<file path="config.mk">
export PLATFORM = sky130hd
export DESIGN_NAME = opa_top
export DESIGN_NICKNAME = d
export VERILOG_FILES = /design/src/opa_pkg.sv /design/src/opa_arbiter.sv /design/src/opa_narrow_pipe.sv /design/src/opa_top.sv
export SDC_FILE = /design/constraint.sdc
export NUM_CORES = 1
export LEC_CHECK = 0
export ABC_AREA = 1
export CORE_MARGIN = 3
export CORE_UTILIZATION = 60
export DETAILED_ROUTE_END_ITERATION = 7
export DONT_BUFFER_PORTS = 1
export PLACE_DENSITY = 0.86
export REMOVE_ABC_BUFFERS = 1
export SLEW_MARGIN = 20
export SYNTH_ARGS = -nofsm -noshare
export SYNTH_HDL_FRONTEND = slang
export SYNTH_SLANG_ARGS = --single-unit
</file>
<file path="constraint.sdc">
create_clock -name pclk -period 6.8 [get_ports pclk]
set_input_delay 0.34 -clock pclk [delete_from_list [all_inputs] [get_ports pclk]]
set_output_delay 0.34 -clock pclk [all_outputs]
set_load 0.005 [all_outputs]
</file>
<file path="src/opa_pkg.sv">
// Constants, field layouts and carrier types for the output-prepare arbiter
package opa_pkg;
	// Event vector geometry
	localparam int EV_N = 32;
	localparam int DLY_W = 3;
	localparam int EV_SW = 0;
	// Class membership masks over the 32 selectable events
	localparam logic [31:0] CLS_OWN = 32'h0000_007C;
	localparam logic [31:0] CLS_MST = 32'h0000_0F80;
	localparam logic [31:0] CLS_IC = 32'h001F_F000;
	localparam logic [31:0] CLS_LP = 32'hFFE0_0003;
	localparam int CLS_N = 4;
	// Register byte offsets
	localparam logic [7:0] OFS_CTRL = 8'h00;
	localparam logic [7:0] OFS_SET0 = 8'h04;
	localparam logic [7:0] OFS_RST0 = 8'h08;
	localparam logic [7:0] OFS_SET1 = 8'h0C;
	localparam logic [7:0] OFS_RST1 = 8'h10;
	localparam logic [7:0] OFS_INTEN = 8'h14;
	localparam logic [7:0] OFS_FLAG = 8'h18;
	localparam logic [7:0] OFS_FLAGCLR = 8'h1C;
	// Control field positions
	localparam int CTRL_DIV_LSB = 0;
	localparam int CTRL_DTE = 4;
	localparam int CTRL_BME = 5;
	localparam int CTRL_SCE = 6;
	localparam logic [6:0] CTRL_RST = 7'h00;
	// Enable register: interrupt enables low nibble, DMA enables at this offset
	localparam int INTEN_DMA_LSB = 8;
	// Flag register: output-prepare levels at this offset
	localparam int FLAG_LVL_LSB = 8;
	// Divider thresholds selecting the narrow pulse policy
	localparam logic [3:0] DIV_CASE1_MIN = 4'b0101;
	localparam logic [3:0] DIV_CASE0_EXTRA = 4'b1000;
	localparam logic [3:0] DIV_PSC_BASE = 4'b0100;
	// Two changes this many periods apart or less count as narrow
	localparam logic [1:0] NARROW_GAP = 2'h2;
	// Request kinds, one-hot
	typedef enum logic [3:0] {
		REQ_NONE = 4'b0001,
		REQ_SET = 4'b0010,
		REQ_TOG = 4'b0100,
		REQ_RST = 4'b1000
	} opa_kind_t;
	// Events arriving in one hi-res period with their sub-period delays
	typedef struct packed {
		logic [EV_N-1:0] fire;
		logic [EV_N-1:0][DLY_W-1:0] delay;
	} opa_events_t;
	// One edge of an output-prepare signal
	typedef struct packed {
		logic change;
		logic level;
		logic [DLY_W-1:0] pos;
	} opa_edge_t;
endpackage

</file>
<file path="src/opa_arbiter.sv">
// Three-stage arbiter picking one request per hi-res period
`timescale 1ns/10ps
module opa_arbiter (
	// Events and selections
	input wire opa_pkg::opa_events_t events,
	input wire logic [31:0] set_sel,
	input wire logic [31:0] rst_sel,
	input wire logic counter_en,
	// Winning request
	output logic req_valid,
	output opa_pkg::opa_kind_t req_kind,
	output logic [opa_pkg::DLY_W-1:0] req_pos
);
	// Highest set bit wins, used for every class
	function automatic logic [4:0] hi_index(input logic [31:0] v);
		logic [4:0] idx;
		idx = 5'h00;
		for (int i = 0; i < 32; i++)
			if (v[i])
				idx = 5'(i);
		return idx;
	endfunction
	localparam logic [31:0] CLS_MASK [opa_pkg::CLS_N] =
		'{opa_pkg::CLS_OWN, opa_pkg::CLS_MST, opa_pkg::CLS_IC, opa_pkg::CLS_LP};
	// Software event passes regardless of counter enable
	wire logic [31:0] gate = counter_en ? 32'hFFFF_FFFF : (32'h0000_0001 << opa_pkg::EV_SW);
	wire logic [31:0] live = events.fire & (set_sel | rst_sel) & gate;
	logic [opa_pkg::CLS_N-1:0] cls_v;
	logic [opa_pkg::CLS_N-1:0][opa_pkg::DLY_W-1:0] cls_dly;
	opa_pkg::opa_kind_t cls_kind [opa_pkg::CLS_N];
	// First stage: one winner per class by index
	for (genvar c = 0; c < opa_pkg::CLS_N; c++)
	begin : g_cls
		wire logic [31:0] m = live & CLS_MASK[c];
		wire logic [4:0] w = hi_index(m);
		assign cls_v[c] = |m;
		assign cls_dly[c] = events.delay[w];
		// Both selections means toggle
		assign cls_kind[c] = (set_sel[w] & rst_sel[w]) ? opa_pkg::REQ_TOG :
			rst_sel[w] ? opa_pkg::REQ_RST : opa_pkg::REQ_SET;
	end
	// Second stage earliest delay, third stage kind priority
	always_comb
	begin
		logic [opa_pkg::DLY_W-1:0] best;
		best = '1;
		for (int c = 0; c < opa_pkg::CLS_N; c++)
			if (cls_v[c] && cls_dly[c] < best)
				best = cls_dly[c];
		req_kind = opa_pkg::REQ_NONE;
		for (int c = 0; c < opa_pkg::CLS_N; c++)
			if (cls_v[c] && cls_dly[c] == best)
			begin
				if (cls_kind[c] == opa_pkg::REQ_RST)
					req_kind = opa_pkg::REQ_RST;
				else if (cls_kind[c] == opa_pkg::REQ_TOG && req_kind != opa_pkg::REQ_RST)
					req_kind = opa_pkg::REQ_TOG;
				else if (req_kind == opa_pkg::REQ_NONE)
					req_kind = cls_kind[c];
			end
		req_valid = |cls_v;
		req_pos = best;
	end
endmodule

</file>
<file path="src/opa_narrow_pipe.sv">
// Three-stage edge pipeline that coarsens narrow pulses
`timescale 1ns/10ps
module opa_narrow_pipe (
	// Clock and reset
	input wire logic pclk,
	input wire logic presetn,
	// Incoming edge
	input wire opa_pkg::opa_edge_t edge_in,
	// Shaped output-prepare level and edge position
	output logic level_q,
	output logic [opa_pkg::DLY_W-1:0] pos_q
);
	opa_pkg::opa_edge_t s1_q, s2_q;
	// Any edge still in flight means this one closes a narrow pulse
	wire logic narrow = edge_in.change & (s1_q.change | s2_q.change);
	// Stage registers; coarsened edges land on period boundaries
	always_ff @(posedge pclk or negedge presetn)
	begin
		if (!presetn)
		begin
			s1_q <= '0;
			s2_q <= '0;
			level_q <= 1'b0;
			pos_q <= '0;
		end
		else
		begin
			s1_q <= edge_in;
			if (narrow)
				s1_q.pos <= '0;
			s2_q <= s1_q;
			if (narrow)
				s2_q.pos <= '0;
			if (s2_q.change)
			begin
				level_q <= s2_q.level;
				// A partner edge arriving now closes a narrow pulse; coarsen this one too
				pos_q <= narrow ? '0 : s2_q.pos;
			end
		end
	end
endmodule

</file>
<file path="src/opa_top.sv">
// Output-prepare arbitration, narrow pulse shaping and regular crossbar
//
// The register offsets and the APB slave port were left to the implementer.
`timescale 1ns/10ps
module opa_top (
	// Clock and reset
	input wire logic pclk,
	input wire logic presetn,
	// APB slave
	input wire logic psel,
	input wire logic penable,
	input wire logic pwrite,
	input wire logic [7:0] paddr,
	input wire logic [31:0] pwdata,
	output logic [31:0] prdata,
	output logic pready,
	output logic pslverr,
	// Timer events and state
	input wire opa_pkg::opa_events_t events,
	input wire logic timer_run_or_idle,
	// Crossbar outputs with sub-period edge position
	output logic chan0_crossbar_out,
	output logic chan1_crossbar_out,
	output logic [opa_pkg::DLY_W-1:0] chan0_edge_pos,
	output logic [opa_pkg::DLY_W-1:0] chan1_edge_pos,
	// Flag requests: bit0 ch0 active, bit1 ch0 inactive, bit2 ch1 active, bit3 ch1 inactive
	output logic [3:0] edge_irq,
	output logic [3:0] edge_dma
);
	// Register storage
	logic [6:0] ctrl_q;
	logic [31:0] set_sel_q [2];
	logic [31:0] rst_sel_q [2];
	// Enables and flags use the edge request bit order
	logic [3:0] int_en_q;
	logic [3:0] dma_en_q;
	logic [3:0] flag_q;
	logic [3:0] flag_d;
	// APB answer registers
	logic pready_q;
	logic [31:0] prdata_q;
	logic pslverr_q;
	// Crossbar and request registers
	logic [1:0] xbar_q;
	logic [1:0] xbar_d;
	logic [1:0][opa_pkg::DLY_W-1:0] xpos_q;
	logic [3:0] irq_q;
	logic [3:0] dma_q;
	// Prescaler counter
	logic [3:0] psc_cnt_q;

	// Control fields
	wire logic [3:0] counter_clock_divider = ctrl_q[opa_pkg::CTRL_DIV_LSB +: 4];
	wire logic dead_time_enable = ctrl_q[opa_pkg::CTRL_DTE];
	wire logic balanced_mode_enable = ctrl_q[opa_pkg::CTRL_BME];
	wire logic slave_counter_enable = ctrl_q[opa_pkg::CTRL_SCE];

	// Policy selection from the divider
	wire logic policy_one = (counter_clock_divider >= opa_pkg::DIV_CASE1_MIN) &
		~counter_clock_divider[3];
	// Divider codes of eight and above also fall back to the first policy
	wire logic policy_zero = ~policy_one;
	// Prescaled clock active edge; ratio doubles per divider step past the base
	// Only the two low bits of the shift matter: ratios of two, four and eight
	wire logic [3:0] psc_shift = counter_clock_divider - opa_pkg::DIV_PSC_BASE;
	wire logic [3:0] psc_mask = 4'((5'h01 << psc_shift[1:0]) - 5'h01);
	wire logic psc_tick = (psc_cnt_q & psc_mask) == psc_mask;

	// Regular mode only when neither other mode is on
	wire logic regular_mode = ~dead_time_enable & ~balanced_mode_enable;

	// Events seen by both arbiters; the second policy coarsens every edge to a
	// prescaled tick, so sub-period delay must not decide between set and reset
	opa_pkg::opa_events_t arb_events;
	// Pulses pass unchanged
	assign arb_events.fire = events.fire;
	// Equal delays leave the kind priority in charge, so a coincident reset wins
	assign arb_events.delay = policy_one ? '0 : events.delay;

	// APB decode
	wire logic apb_access = psel & penable;
	wire logic apb_done = apb_access & pready_q;
	wire logic apb_wr = apb_done & pwrite;
	// Full byte address compare; any other offset answers with an error
	wire logic hit_ctrl = paddr == opa_pkg::OFS_CTRL;
	wire logic hit_set0 = paddr == opa_pkg::OFS_SET0;
	wire logic hit_rst0 = paddr == opa_pkg::OFS_RST0;
	wire logic hit_set1 = paddr == opa_pkg::OFS_SET1;
	wire logic hit_rst1 = paddr == opa_pkg::OFS_RST1;
	wire logic hit_inten = paddr == opa_pkg::OFS_INTEN;
	wire logic hit_flag = paddr == opa_pkg::OFS_FLAG;
	wire logic hit_clr = paddr == opa_pkg::OFS_FLAGCLR;
	wire logic hit_any = hit_ctrl | hit_set0 | hit_rst0 | hit_set1 | hit_rst1 |
		hit_inten | hit_flag | hit_clr;
	// Flag register is read only, clear register write only
	wire logic bad_access = ~hit_any | (pwrite & hit_flag) | (~pwrite & hit_clr);

	// Output-prepare levels per channel
	logic [1:0] output_prepare;
	wire logic output_prepare_zero = output_prepare[0];
	wire logic output_prepare_one = output_prepare[1];
	logic [1:0][opa_pkg::DLY_W-1:0] prep_pos;

	// Read data mux
	// The write-only clear register and unknown offsets read as zero
	wire logic [31:0] rd_mux =
		hit_ctrl ? {25'h000_0000, ctrl_q} :
		hit_set0 ? set_sel_q[0] :
		hit_rst0 ? rst_sel_q[0] :
		hit_set1 ? set_sel_q[1] :
		hit_rst1 ? rst_sel_q[1] :
		hit_inten ? {20'h0_0000, dma_en_q, 4'h0, int_en_q} :
		hit_flag ? {22'h00_0000, output_prepare_one, output_prepare_zero, 4'h0, flag_q} :
		32'h0000_0000;

	// APB answer: one wait state, data and error from flops
	// Every access gets exactly one wait state, so pready, prdata and pslverr
	// all come straight from flops; read data show the registers one cycle
	// before the completing edge, which software never notices
	always_ff @(posedge pclk or negedge presetn)
	begin
		if (!presetn)
		begin
			// Bus quiet, no answer pending
			pready_q <= 1'b0;
			prdata_q <= 32'h0000_0000;
			pslverr_q <= 1'b0;
		end
		else if (apb_access && !pready_q)
		begin
			// First access cycle: latch the answer for the next edge
			pready_q <= 1'b1;
			prdata_q <= pwrite ? 32'h0000_0000 : rd_mux;
			pslverr_q <= bad_access;
		end
		else
		begin
			// Answer stands one cycle only; prdata keeps its last value
			pready_q <= 1'b0;
			pslverr_q <= 1'b0;
		end
	end

	// Control and enable registers, written at the completing edge
	always_ff @(posedge pclk or negedge presetn)
	begin
		if (!presetn)
		begin
			// Everything off: first policy, regular mode, counter stopped
			ctrl_q <= opa_pkg::CTRL_RST;
			int_en_q <= 4'h0;
			dma_en_q <= 4'h0;
		end
		else if (apb_wr)
		begin
			// Only the seven control bits are kept
			if (hit_ctrl)
				ctrl_q <= pwdata[6:0];
			// Interrupt enables low, DMA enables from their own offset
			if (hit_inten)
			begin
				int_en_q <= pwdata[3:0];
				dma_en_q <= pwdata[opa_pkg::INTEN_DMA_LSB +: 4];
			end
		end
	end

	// Free-running prescaler for the second policy
	// It never stops, so the tick phase is fixed from reset; a divider change
	// only alters how many low bits must be all ones before a tick
	// Requests held across a divider change fire at the new ratio; a change to a first-policy code drops them
	always_ff @(posedge pclk or negedge presetn)
	begin
		if (!presetn)
			psc_cnt_q <= 4'h0;
		else
			psc_cnt_q <= psc_cnt_q + 4'h1;
	end

	// Per-channel set/reset path; channel one mirrors channel zero
	for (genvar c = 0; c < 2; c++)
	begin : g_ch
		// Winning request of this period
		logic req_valid;
		opa_pkg::opa_kind_t req_kind;
		logic [opa_pkg::DLY_W-1:0] req_pos;
		// Committed level
		logic level_q;
		// Second-policy request waiting for its tick
		logic pend_q;
		logic pend_level_q;
		// Edge handed to the shaping pipe
		opa_pkg::opa_edge_t edge_in;

		// Selection registers
		// A new selection applies from the period after the write
		always_ff @(posedge pclk or negedge presetn)
		begin
			if (!presetn)
			begin
				set_sel_q[c] <= 32'h0000_0000;
				rst_sel_q[c] <= 32'h0000_0000;
			end
			else if (apb_wr)
			begin
				if (c == 0 ? hit_set0 : hit_set1)
					set_sel_q[c] <= pwdata;
				if (c == 0 ? hit_rst0 : hit_rst1)
					rst_sel_q[c] <= pwdata;
			end
		end

		// Arbitration of this period's events
		opa_arbiter u_arb (
			.events(arb_events),
			.set_sel(set_sel_q[c]),
			.rst_sel(rst_sel_q[c]),
			.counter_en(slave_counter_enable),
			.req_valid(req_valid),
			.req_kind(req_kind),
			.req_pos(req_pos)
		);

		// Target level for this request; the base is the latest pending value
		// A toggle flips what the output will be once any held request settles
		wire logic base_level = (policy_one & pend_q) ? pend_level_q : level_q;
		wire logic req_level = (req_kind == opa_pkg::REQ_SET) ? 1'b1 :
			(req_kind == opa_pkg::REQ_RST) ? 1'b0 : ~base_level;

		// Second policy: a request this cycle overrides any pending one
		wire logic p1_has = req_valid | pend_q;
		wire logic p1_level = req_valid ? req_level : pend_level_q;
		wire logic p1_fire = psc_tick & p1_has;

		// Edge presented to the shaping pipe
		always_comb
		begin
			edge_in = '0;
			if (policy_zero)
			begin
				// First policy: act at once at the arbitrated position
				edge_in.change = req_valid & (req_level != level_q);
				edge_in.level = req_level;
				edge_in.pos = req_pos;
			end
			else
			begin
				// Second policy: edges wait for the tick, position zero
				edge_in.change = p1_fire & (p1_level != level_q);
				edge_in.level = p1_level;
			end
		end

		// Committed level and pending request
		always_ff @(posedge pclk or negedge presetn)
		begin
			if (!presetn)
			begin
				level_q <= 1'b0;
				pend_q <= 1'b0;
				pend_level_q <= 1'b0;
			end
			else
			begin
				// Track the level the pipe will show, so no-op requests make no edge
				if (edge_in.change)
					level_q <= edge_in.level;
				// The first policy never holds; the second drops its hold at the tick
				if (policy_zero || p1_fire)
					pend_q <= 1'b0;
				else if (req_valid)
				begin
					pend_q <= 1'b1;
					// A newer request replaces the held one
					pend_level_q <= req_level;
				end
			end
		end

		// Narrow pulse shaping and output timing
		// Every edge spends three periods here, so the output lags the
		// request by a fixed latency in the first policy; the second adds the wait for the tick
		opa_narrow_pipe u_pipe (
			.pclk(pclk),
			.presetn(presetn),
			.edge_in(edge_in),
			.level_q(output_prepare[c]),
			.pos_q(prep_pos[c])
		);

		// Regular crossbar: each channel follows its own prepare signal
		// Outside regular mode the crossbar shows the inactive level
		assign xbar_d[c] = regular_mode ? output_prepare[c] : 1'b0;
	end

	// Edge detection on the crossbar outputs while running or idle
	// Flags follow the crossbar, not the prepare signal, so leaving regular
	// mode while high counts as a falling edge
	wire logic [1:0] rise = xbar_d & ~xbar_q & {2{timer_run_or_idle}};
	wire logic [1:0] fall = ~xbar_d & xbar_q & {2{timer_run_or_idle}};
	wire logic [3:0] flag_set = {fall[1], rise[1], fall[0], rise[0]};
	wire logic [3:0] flag_clr = (apb_wr & hit_clr) ? pwdata[3:0] : 4'h0;

	// New flag value: a set in the clearing cycle wins
	// so software never loses an edge that lands on its own clear
	always_comb
	begin
		flag_d = (flag_q & ~flag_clr) | flag_set;
	end

	// Crossbar outputs, flags and request lines
	always_ff @(posedge pclk or negedge presetn)
	begin
		if (!presetn)
		begin
			// Quiet outputs until the first arbitrated request
			xbar_q <= 2'h0;
			xpos_q <= '0;
			flag_q <= 4'h0;
			irq_q <= 4'h0;
			dma_q <= 4'h0;
		end
		else
		begin
			xbar_q <= xbar_d;
			xpos_q <= prep_pos;
			flag_q <= flag_d;
			// Requests are flags gated by enables, so a clear drops them too
			irq_q <= flag_d & int_en_q;
			dma_q <= flag_d & dma_en_q;
		end
	end

	// Output drive
	// Every output is a flop; nothing combinational reaches a pin
	assign prdata = prdata_q;
	assign pready = pready_q;
	assign pslverr = pslverr_q;
	assign chan0_crossbar_out = xbar_q[0];
	assign chan1_crossbar_out = xbar_q[1];
	assign chan0_edge_pos = xpos_q[0];
	assign chan1_edge_pos = xpos_q[1];
	assign edge_irq = irq_q;
	assign edge_dma = dma_q;
endmodule

</file>
### Word-level counts from Yosys, hierarchy flattened

Index checks and enable logic that the tools add are counted.

| storage, ports and cells | value |
|---|---|
| register bits | 235 |
| input bits | 174 |
| output and inout bits | 50 |
| logic and storage cells | 423 |

| cells by class | value |
|---|---|
| $add $sub $neg | 3 |
| $lt $le $gt $ge | 17 |
| equal/unequal tests | 52 |
| shift operators | 1 |
| multiplexer cells | 201 |
| bitwise gates (word level) | 65 |
| reduce and logical (&&, ||, !) cells | 45 |

Operators by type and width:

| kind | count |
|---|---|
| 5-bit two-way mux | 46 |
| 4-bit two-way mux | 57 |
| 32-bit two-way mux | 7 |
| 32-bit bitwise AND | 4 |
| 3-bit binary-select mux with 5-bit select | 8 |
| 96-bit two-way mux | 1 |
| 1-bit binary-select mux with 5-bit select | 16 |
| 3-bit two-way mux | 26 |
| 32-bit OR | 2 |
| 32-bit OR reduction | 2 |
| 5-bit by 6-bit < comparator with 1-bit output (second input constant) | 8 |
| 4-bit equality test (second input constant) | 10 |
| 1-bit two-way mux | 34 |
| 4-bit by 3-bit equality test with 1-bit output (second input constant) | 8 |
| 8-bit by 5-bit equality test with 1-bit output (second input constant) | 4 |
| 1-bit bitwise AND | 26 |
| 13-bit OR reduction | 2 |
| 3-bit equality test | 8 |
| 4-bit by 1-bit equality test with 1-bit output (second input constant) | 6 |
| 4-bit != test (second input constant) | 6 |
| 1-bit logical AND | 23 |
| 5-bit OR reduction | 4 |
| 3-bit < comparator | 6 |
| 9-bit OR reduction | 2 |
| other kinds (26) | 68 |

### Depth between registers and ports, before layout

Gate-level depths: netlist of the first run.

| depth | value |
|---|---|
| word-level depth | 49 |
| gate-level depth with buffers | 53 |
| depth with buffers taken out | 51 |

### By module

From an unflattened synthesis of the first run, not the netlist that was laid out.

| unflattened totals | value |
|---|---|
| cell total of the unflattened synthesis | 3277 |
| area total of the unflattened synthesis | 19961.6 µm² |

Modules (own cells, without submodules):

| module | times used | cells an instance | area each (µm²) | sequential area each (µm²) |
|---|---|---|---|---|
| opa_top | 1 | 1287 | 9824.4 | 5154.9 |
| opa_arbiter | 2 | 953 | 4549.4 | 0.0 |
| opa_narrow_pipe | 2 | 42 | 519.2 | 350.3 |

### Least setup slack after synthesis of the first run

OpenSTA, ideal clock, no wires.

| timing path | value |
|---|---|
| kind | flip-flop to flip-flop |
| start point | register ctrl_q[6] |
| end point | register g_ch[1].u_pipe.s1_q[0] in the netlist's numbering |
| setup time | 113 ps |
| arrival time | 5353 ps |
| required time | 6687 ps |
| setup slack | 1334 ps |
| cell stages (with the launch flop) | 46 |
| path buffers | 5 |
| period minus slack after synthesis | 5466 ps |
| path through | dfrtp_1 -> buf_6 -> buf_8 -> nand2_1 -> a21oi_1 -> o21ai_1 -> nand2_1 -> nand2_1 -> nand2_1 -> nand2_2 -> nand2_2 -> inv_2 -> buf_4 -> buf_2 -> buf_4 -> a21oi_1 -> o311ai_1 -> nand2_1 -> [10 not listed] -> nand2_2 -> nand2_1 -> nand2_1 -> nand2_1 -> nor2_2 -> nand3_1 -> nand2_1 -> inv_1 -> nand2_1 -> nand2_1 -> nand2_1 -> nand2_1 -> nand2_1 -> nand2_1 -> nand2_1 -> nand3_2 -> nand2_1 -> inv_1 |

| on the way | value |
|---|---|
| longest elaborated chain between the ends | 48 |
| elaborated cells on any way between the ends | 141 |
| those cells by class | order compare (4); eq/ne (22); mux (89); bitwise (10); reduce/logical (16) |

RTL lines:

| what | RTL line | source |
|---|---|---|
| start: declaration | opa_top.sv:31 | `logic [6:0] ctrl_q;` |
| start signal: assignment | opa_top.sv:150 | `ctrl_q <= opa_pkg::CTRL_RST;` |
| start signal: assignment | opa_top.sv:158 | `ctrl_q <= pwdata[6:0];` |
| 32-bit two-way mux (*) | opa_arbiter.sv:26 | `wire logic [31:0] gate = counter_en ? 32'hFFFF_FFFF : (32'h0000_0001 << opa_pkg::EV_SW);` |
| 32-bit bitwise AND (*) | opa_arbiter.sv:27 | `wire logic [31:0] live = events.fire & (set_sel \| rst_sel) & gate;` |
| 2-bit two-way mux | opa_arbiter.sv:19 | `if (v[i])` |
| 5-bit two-way mux (4 in series) | opa_arbiter.sv:19 |  |
| 3-bit binary-select mux with 5-bit select | opa_arbiter.sv:37 | `assign cls_dly[c] = events.delay[w];` |
| 3-bit two-way mux (implied by the code) | opa_arbiter.sv:37 |  |
| 3-bit < comparator | opa_arbiter.sv:48 | `if (cls_v[c] && cls_dly[c] < best)` |
| 1-bit logical AND | opa_arbiter.sv:48 |  |
| [29 not listed] | - |  |
| 1-bit two-way mux | opa_top.sv:228 | `(req_kind == opa_pkg::REQ_RST) ? 1'b0 : ~base_level;` |
| 1-bit two-way mux | opa_top.sv:227 | `wire logic req_level = (req_kind == opa_pkg::REQ_SET) ? 1'b1 :` |
| 1-bit two-way mux | - |  |
| 1-bit != test | opa_top.sv:249 | `edge_in.change = p1_fire & (p1_level != level_q);` |
| 1-bit bitwise AND | opa_top.sv:249 |  |
| 2-bit two-way mux | opa_top.sv:239 | `if (policy_zero)` |
| 1-bit bitwise AND | opa_narrow_pipe.sv:15 | `wire logic narrow = edge_in.change & (s1_q.change \| s2_q.change);` |
| 3-bit two-way mux (*) | opa_narrow_pipe.sv:29 | `if (narrow)` |
| end signal: assignment | opa_narrow_pipe.sv:28 | `s1_q <= edge_in;` |
| end: declaration | opa_narrow_pipe.sv:13 | `opa_pkg::opa_edge_t s1_q, s2_q;` |

Mark *: on every way between the ends. The rest lies on a longest branch, timed or not. The select of a mux whose other input is x is not followed.
A chain may end at the register's enable or synchronous reset.

### Final worst setup path of the first run

| timing path | value |
|---|---|
| start point | register ctrl_q[0] |
| end point | register g_ch[0].u_pipe.s1_q[0] in the netlist's numbering |

| on the way | value |
|---|---|
| longest elaborated chain between the ends | 44 |
| elaborated cells on any way between the ends | 75 |
| those cells by class | add/sub (2); order compare (5); eq/ne (15); shift (1); mux (33); bitwise (8); reduce/logical (11) |

RTL lines:

| what | RTL line | source |
|---|---|---|
| 4-bit by 3-bit greater-or-equal comparator with 1-bit output | opa_top.sv:59 | `wire logic policy_one = (counter_clock_divider >= opa_pkg::DIV_CASE1_MIN) &` |
| 1-bit bitwise AND | opa_top.sv:59 |  |
| 96-bit two-way mux | opa_top.sv:78 | `assign arb_events.delay = policy_one ? '0 : events.delay;` |
| 3-bit binary-select mux with 5-bit select | opa_arbiter.sv:37 |  |
| 3-bit two-way mux (implied by the code) | opa_arbiter.sv:37 |  |
| 3-bit < comparator | opa_arbiter.sv:48 |  |
| 1-bit logical AND | opa_arbiter.sv:48 |  |
| 3-bit two-way mux | opa_arbiter.sv:48 |  |
| [28 not listed] | - |  |
| 1-bit two-way mux | opa_top.sv:228 |  |
| 1-bit two-way mux | opa_top.sv:227 |  |
| 1-bit two-way mux | - |  |
| 1-bit != test | opa_top.sv:249 |  |
| 1-bit bitwise AND | opa_top.sv:249 |  |
| 2-bit two-way mux | opa_top.sv:239 |  |
| 1-bit bitwise AND | opa_narrow_pipe.sv:15 |  |
| 3-bit two-way mux (*) | opa_narrow_pipe.sv:29 |  |
| end signal: assignment | opa_narrow_pipe.sv:28 |  |
| end: declaration | opa_narrow_pipe.sv:13 |  |

Marked as above.

==> results.json, run 1 <==
{
  "status": "complete, but fails checks",
  "violations": "hold timing",
  "fin_crit_sh_pct": 93.5,
  "seqCellArea_mm2": 0.00586,
  "wirelength_um": 81700,
  "vias_per_cell": 6.75,
  "cts_tree": "done",
  "min_path_type": "input pin to flip-flop",
  "tightest_slew_ns": 1.21,
  "fillers": 2601,
  "fin_crit_ns": 6.36,
  "clock_latency_ns": 0.55,
  "grt_antenna_before_repair": 1,
  "die_h_um": 182,
  "final_hold_viol_count": 1,
  "postSynthAreaPerCell_um2": 6.48,
  "synth_area_mm2": 0.0186,
  "met2_length_um": 34500,
  "top_layer_used": "met5",
  "yosysTopAreaCellShare_pct": 31.5,
  "drive_above_1_share_pct": 9.73,
  "fin_hold_ws_ns": -0.00127,
  "io_pins": 224,
  "drv_cap": 0,
  "setup_viol": 0,
  "place_congestion": 1.11,
  "clock_sinks": 234,
  "firstDrtPassIters": 7,
  "yosys.area.top_type": "dfrtp_1",
  "synth_commonest_cells": "nand2_1 (689), o21ai_0 (416), inv_1 (373), dfrtp_1 (234), nor2_1 (204)",
  "startpoint_type": "flip-flop",
  "synth_edf_count": 0,
  "postRouteAntennaNets": 0,
  "drv_slew": 0,
  "fmax_mhz": 157,
  "clock_path_buffers": 3,
  "skew_ns": 0.0125,
  "r2r_slack_ns": 0.44,
  "vias": 21900,
  "postSynthCellCount": 2871,
  "setup_tns_ns": 0,
  "die_area_mm2": 0.0332,
  "total_power_w": 0.00324,
  "fp.dieW_um": 182,
  "critical_path.top_delay_family": "simple AND/OR/NAND/NOR gates",
  "core_area_mm2": 0.0301,
  "ys.flop_type": "dfrtp_1",
  "vdd_drop_max_mv": 0.240,
  "multi_input_area_mm2": 0.0105,
  "overflow": 0,
  "areaGrowthSynthToFinish_pct": 7.34,
  "htree_num_levels": 1,
  "synth_most_common_cell": "nand2_1",
  "root_buffer": "clkbuf_16",
  "critical_path_arrival_ns": 6.80,
  "grt_pass1_wl_um": 123000,
  "post_cts_buffers": 0,
  "row_count": 63,
  "yosysWarnings": 0,
  "n_antenna_cell": 0,
  "clkTransAtPathRegs_ns": 0.07,
  "grt_max_degree": 235,
  "crit_path_end_kind": "flip-flop",
  "slowest_stage": "nor2_1",
  "final_core_util_pct": 66.3,
  "crit_fanout": 32,
  "placed_cells": 3194,
  "cts_buffers": 26,
  "synth.distinct_cells": 66,
  "powerDensity_mw_per_mm2": 162,
  "final_cells": 3248,
  "worstSetupPathType": "flip-flop to flip-flop",
  "drt_iter0_markers": 3623,
  "initial_core_util_pct": 61.8,
  "cp_slowest_stage_delay_ns": 0.58,
  "synth_seq_cells": 234,
  "detail_route.wl_per_cell_um": 25.2,
  "leakage_nw": 9.39,
  "drc_errors": 0,
  "worstPathRequired_ns": 7.24,
  "port_buffers": 0,
  "wl_met1_um": 28500,
  "wl_met3_um": 11800,
  "fin_nets": 3021,
  "grt_usage_pct": 47.4,
  "place_hpwl_um": 58700,
  "synthArstFlopShare_pct": 100,
  "synth_seq_area_share_pct": 31.5,
  "grt_pass1_vias": 20600,
  "critPathBufInv": 6,
  "synthTopCellsByArea": "dfrtp_1 (31%), nand2_1 (14%), o21ai_0 (11%)",
  "slew_headroom_pct": 19.1
}
per-stage QoR:
step,area [µm²],setup slack [ns]
after floorplan,17800,0.420
after global placement,18900,0.608
after detailed placement,18900,0.480
after CTS,19900,0.464
after global routing,20000,-0.0000426
final,20000,0.441
flip-flops by register name, summed over array words and instances (netlist names), 3 cells and up:
name / count
chan0_edge_pos: 3
chan1_edge_pos: 3
ctrl_q: 7
dma_en_q: 4
edge_dma: 4
edge_irq: 4
flag_q: 4
g_ch.u_pipe.pos_q: 6
g_ch.u_pipe.s1_q: 10
g_ch.u_pipe.s2_q: 10
int_en_q: 4
prdata: 32
psc_cnt_q: 3
rst_sel_q: 64
set_sel_q: 64
layout make-up:
type,instances,area share [%]
multi-input cells,2091,52.6
flip-flops and latches,234,29.3
inverters,409,7.70
clock buffers,34,3.81
repair buffers,76,3.27
well taps,390,2.44
clock inverters,14,0.820
path summary, 6_finish.rpt:
| path | start | end | depth (start not counted) |
|---|---|---|---|
| hold reg to reg | g_ch[1].u_pipe.s1_q[3] | g_ch[1].u_pipe.s2_q[3] | 0 |
| setup / recovery | ctrl_q[0] | g_ch[0].u_pipe.s1_q[0] | 40 |
| min in group asynchronous | presetn | set_sel_q[3] | 2 |
| hold / removal | pwdata[31] | set_sel_q[63] | 2 |
| setup reg to reg | ctrl_q[0] | g_ch[0].u_pipe.s1_q[0] | 40 |
| max in group asynchronous | presetn | rst_sel_q[18] | 3 |
routing by layer:
layer | vias to the layer above | global-route usage, %
met5 | - | 0
met4 | 2 | 29.6
met3 | 475 | 14.2
met2 | 2017 | 72.4
met1 | 9941 | 58.8
li1 | 9503 | -
power breakdown:
part / switching, W / internal (W)
clock: 0.000619 / 0.000906
sequential: 0.0000241 / 0.00142
combinational: 0.000201 / 0.0000698
total: 0.000844 / 0.00240
worst register-to-register path, delay by kind of cell, from the launching register on:
kind / cells / cell delay, ns
buf+inv: 6 / 0.80
simple gates: 29 / 3.71
flops: 1 / 0.43
fa+ha+maj: 2 / 0.65
compound gates: 3 / 0.67
cells by family (layout without fill, tap and decap cells):
logic type                 after synthesis  after routing  synth area share (%)
and+or+nand+nor                       1215           1215                  28.3
AOI/OAI and AO/OA                      863            863                  27.1
buffers and inverters                  546            533                  12.4
DFF                                    234            234                  31.5
adders and majority gates                9              9                 0.605
xor gates and xnor gates                 4              4                 0.188
layout by cell type, fill, tap and decap left out, drive strengths merged, types with 9 or more instances in the layout:
| master | Yosys | routed |
|---|---|---|
| a32o | 14 | 14 |
| a21oi | 189 | 189 |
| buf | 64 | 72 |
| a22oi | 9 | 9 |
| o22ai | 23 | 23 |
| a31oi | 9 | 9 |
| ha | 9 | 9 |
| clkbuf | 73 | 34 |
| nand4 | 16 | 16 |
| o221ai | 29 | 29 |
| clkinv | 3 | 9 |
| inv | 406 | 408 |
| nor2 | 220 | 220 |
| o211ai | 66 | 66 |
| dfrtp | 234 | 234 |
| o21ai | 474 | 474 |
| nor3 | 16 | 16 |
| nand2 | 738 | 738 |
| nand3 | 216 | 216 |
| a221oi | 14 | 14 |
what timing repair did:
item | in CTS | in global routing
gates resized for setup | 0 | 12
hold buffers | 5 | 0
endpoints found under the setup margin | 0 | 22
endpoints found under the hold margin | 240 | 0
Power figures use the tool's default switching activity.
==> run 2: changes to the inputs <==
CORE_ASPECT_RATIO = 0.9   (was not set)
SYNTH_HIERARCHICAL = 1   (was not set)
==> run 2 against run 1 <==
The run now ends clean. Critical path depth rose by 7. Setup slack got worse by 0.12 ns. Count of clock-buffer cells in the layout fell by 3. Clock power fell by 7%. Hold slack improved by 0.015 ns. Sequential share of layout area fell by 2.3 points. Critical path type unchanged. Critical endpoint is now g_ch[1].u_pipe/s2_q[0]. Largest cell class unchanged.
==> results.json, run 2 <==
{
  "detail_route.wl_per_cell_um": 21.5,
  "fin_crit_ns": 6.48,
  "port_buffers": 0,
  "grt_pass1_wl_um": 119000,
  "r2r-start": "ctrl_q[1]",
  "leakage_nw": 11.0,
  "synth_seq_area_share_pct": 29.3,
  "worstSetupPathType": "flip-flop to flip-flop",
  "critical_path_arrival_ns": 6.91,
  "place_hpwl_um": 58300,
  "final_hold_viol_count": 0,
  "pre_cts_slack_ns": 0.0761,
  "fp.dieW_um": 198,
  "drc_errors": 0,
  "fin_nets": 3433,
  "slew_headroom_pct": 30.9,
  "seqCellArea_mm2": 0.00586,
  "multi_input_area_mm2": 0.0120,
  "wirelength_um": 79300,
  "fmax_mhz": 154,
  "drt_iter0_markers": 3417,
  "synth_seq_cells": 234,
  "setup_viol": 0,
  "drv_slew": 0,
  "clkTransAtPathRegs_ns": 0.06,
  "startpoint": "ctrl_q[1]",
  "initial_core_util_pct": 61.7,
  "cts_tree": "done",
  "areaGrowthSynthToFinish_pct": 8.69,
  "ys.flop_type": "dfrtp_1",
  "endpoint": "g_ch[1].u_pipe/s2_q[0]",
  "crit_top_cell": "nand2_1",
  "vdd_drop_max_mv": 0.197,
  "cp_slowest_stage_delay_ns": 0.44,
  "overflow": 0,
  "drive_above_1_share_pct": 12.0,
  "clock_path_buffers": 3,
  "final_cells": 3686,
  "r2r_slack_ns": 0.32,
  "synthArstFlopShare_pct": 100,
  "grt_usage_pct": 42.9,
  "die_h_um": 179,
  "fillers": 2917,
  "final_common_cell": "nand2_1",
  "htree_num_levels": 1,
  "firstDrtPassIters": 7,
  "yosysWarnings": 6,
  "placed_cells": 3617,
  "tightest_slew_ns": 1.03,
  "postSynthAreaPerCell_um2": 6.09,
  "startpoint_type": "flip-flop",
  "synthTopCellsByArea": "dfrtp_1 (29%), nand2_1 (17%), nand3_1 (8.8%)",
  "yosys.area.top_type": "dfrtp_1",
  "final_cell_mix": "nand2_1 (895), inv_1 (367), nor2_1 (364)",
  "synth.distinct_cells": 58,
  "skew_ns": 0.0189,
  "cts_buffers": 24,
  "clock_sinks": 234,
  "n_antenna_cell": 0,
  "synth_commonest_cells": "nand2_1 (904), nor2_1 (385), inv_1 (369), nand3_1 (352), o21ai_0 (287)",
  "synth_most_common_cell": "nand2_1",
  "placed_area_mm2": 0.0203,
  "worst_slack_ns": 0.324,
  "status": "finished clean",
  "grt_pass1_vias": 21000,
  "fin_area_mm2": 0.0217,
  "synth_area_mm2": 0.0200,
  "row_count": 62,
  "place_congestion": 1.05,
  "powerDensity_mw_per_mm2": 145,
  "core_area_mm2": 0.0323,
  "grt_antenna_before_repair": 1,
  "vias_per_cell": 6.31,
  "root_buffer": "clkbuf_16",
  "die_area_mm2": 0.0355,
  "clock_latency_ns": 0.54,
  "synth_edf_count": 0,
  "slowest_stage": "dfrtp_1",
  "r2r_end": "g_ch[1].u_pipe/s2_q[0]",
  "yosysTopAreaCellShare_pct": 29.3,
  "postRouteAntennaNets": 0,
  "worstPathRequired_ns": 7.23,
  "crit_fanout": 34,
  "drv_cap": 0,
  "vias": 23300,
  "postSynthCellCount": 3277,
  "fin_crit_sh_pct": 95.2,
  "io_pins": 224,
  "grt_max_degree": 235,
  "min_path_type": "input pin to flip-flop",
  "crit_path_end_kind": "flip-flop",
  "r2r_cells": 47
}
## run 2: cell count changes in the layout (fill, tap and decap cells not counted), sizes merged, moves of 10 or more
| cell | change |
|---|---|
| nor2 | +219 |
| nand2 | +218 |
| nand3 | +145 |
| a21oi | -71 |
| o21ai | -70 |
| o221ai | -24 |
| buf | +23 |
| inv | +16 |
| o211ai | -16 |
| a221oi | -12 |
| or2 | +10 |
## run 2: cells by family after synthesis
| group | Yosys count | synth area share (%) |
|---|---|---|
| AND/OR/NAND/NOR | 1805 | 39.5 |
| AO/OA/AOI/OAI | 649 | 18.6 |
| buffers and inverters | 581 | 12.1 |
| XOR/XNOR | 1 | 0.0439 |
| flip-flops | 234 | 29.3 |
| adder cells (fa/ha/maj) | 7 | 0.439 |
## run 2: layer usage
layer / global-route usage, % / part of all wire (%)
met1: 56.6 / 38
met2: 66.2 / 43
met3: 10.4 / 13
met4: 21.0 / 6.4
met5: 0 / 0.016
## run 2: cell type report
type	count	share of cell area, %
multi-input cells	2466	55.2
flip-flops and latches	234	27.0
inverters	428	7.53
repair buffers	98	3.99
clock buffers	31	3.07
well taps	416	2.40
clock inverters	13	0.854
## run 2: how the worst min path moves through the flow
| stage | start | endpoint | cells past startpoint |
|---|---|---|---|
| floorplan | presetn | chan0_edge_pos[0] | 0 |
| global placement | presetn | pslverr | 0 |
| detailed placement | presetn | edge_irq[3] | 0 |
| CTS | pwdata[29] | rst_sel_q[61] | 2 |
| global route | pwdata[23] | rst_sel_q[23] | 2 |
| finish | pwdata[19] | rst_sel_q[19] | 2 |
## run 2: power breakdown
group	internal [W]	switching (W)	total [W]
logic	0.0000804	0.000209	0.000290
registers	0.00142	0.0000210	0.00144
clock network	0.000848	0.000571	0.00142
total	0.00235	0.000801	0.00315
## run 2: repair_timing
action	CTS	global route
hold endpoints to repair	240	0
buffers inserted	0	16
hold buffers	4	0
resized for setup	0	73
setup endpoints to repair	0	25
## run 2: stage by stage
step                total power (W)  hold slack (ns)  setup TNS, ns  utilization (%)
global route                0.00324           0.0160         -0.547             67.1
finish                      0.00315           0.0142              0             67.1
floorplan                   0.00163           0.0444         -54.40                -
global placement            0.00170           0.0488              0             62.9
detailed placement          0.00171           0.0491              0             62.9
CTS                         0.00313          0.00199              0             65.7
## run 2: critical path, delay by kind of cell (launching register included)
kind	cells	cell delay, ns
simple gates	37	4.43
compound gates	3	0.42
buf+inv	6	0.85
flops	1	0.44
fa+ha+maj	1	0.22
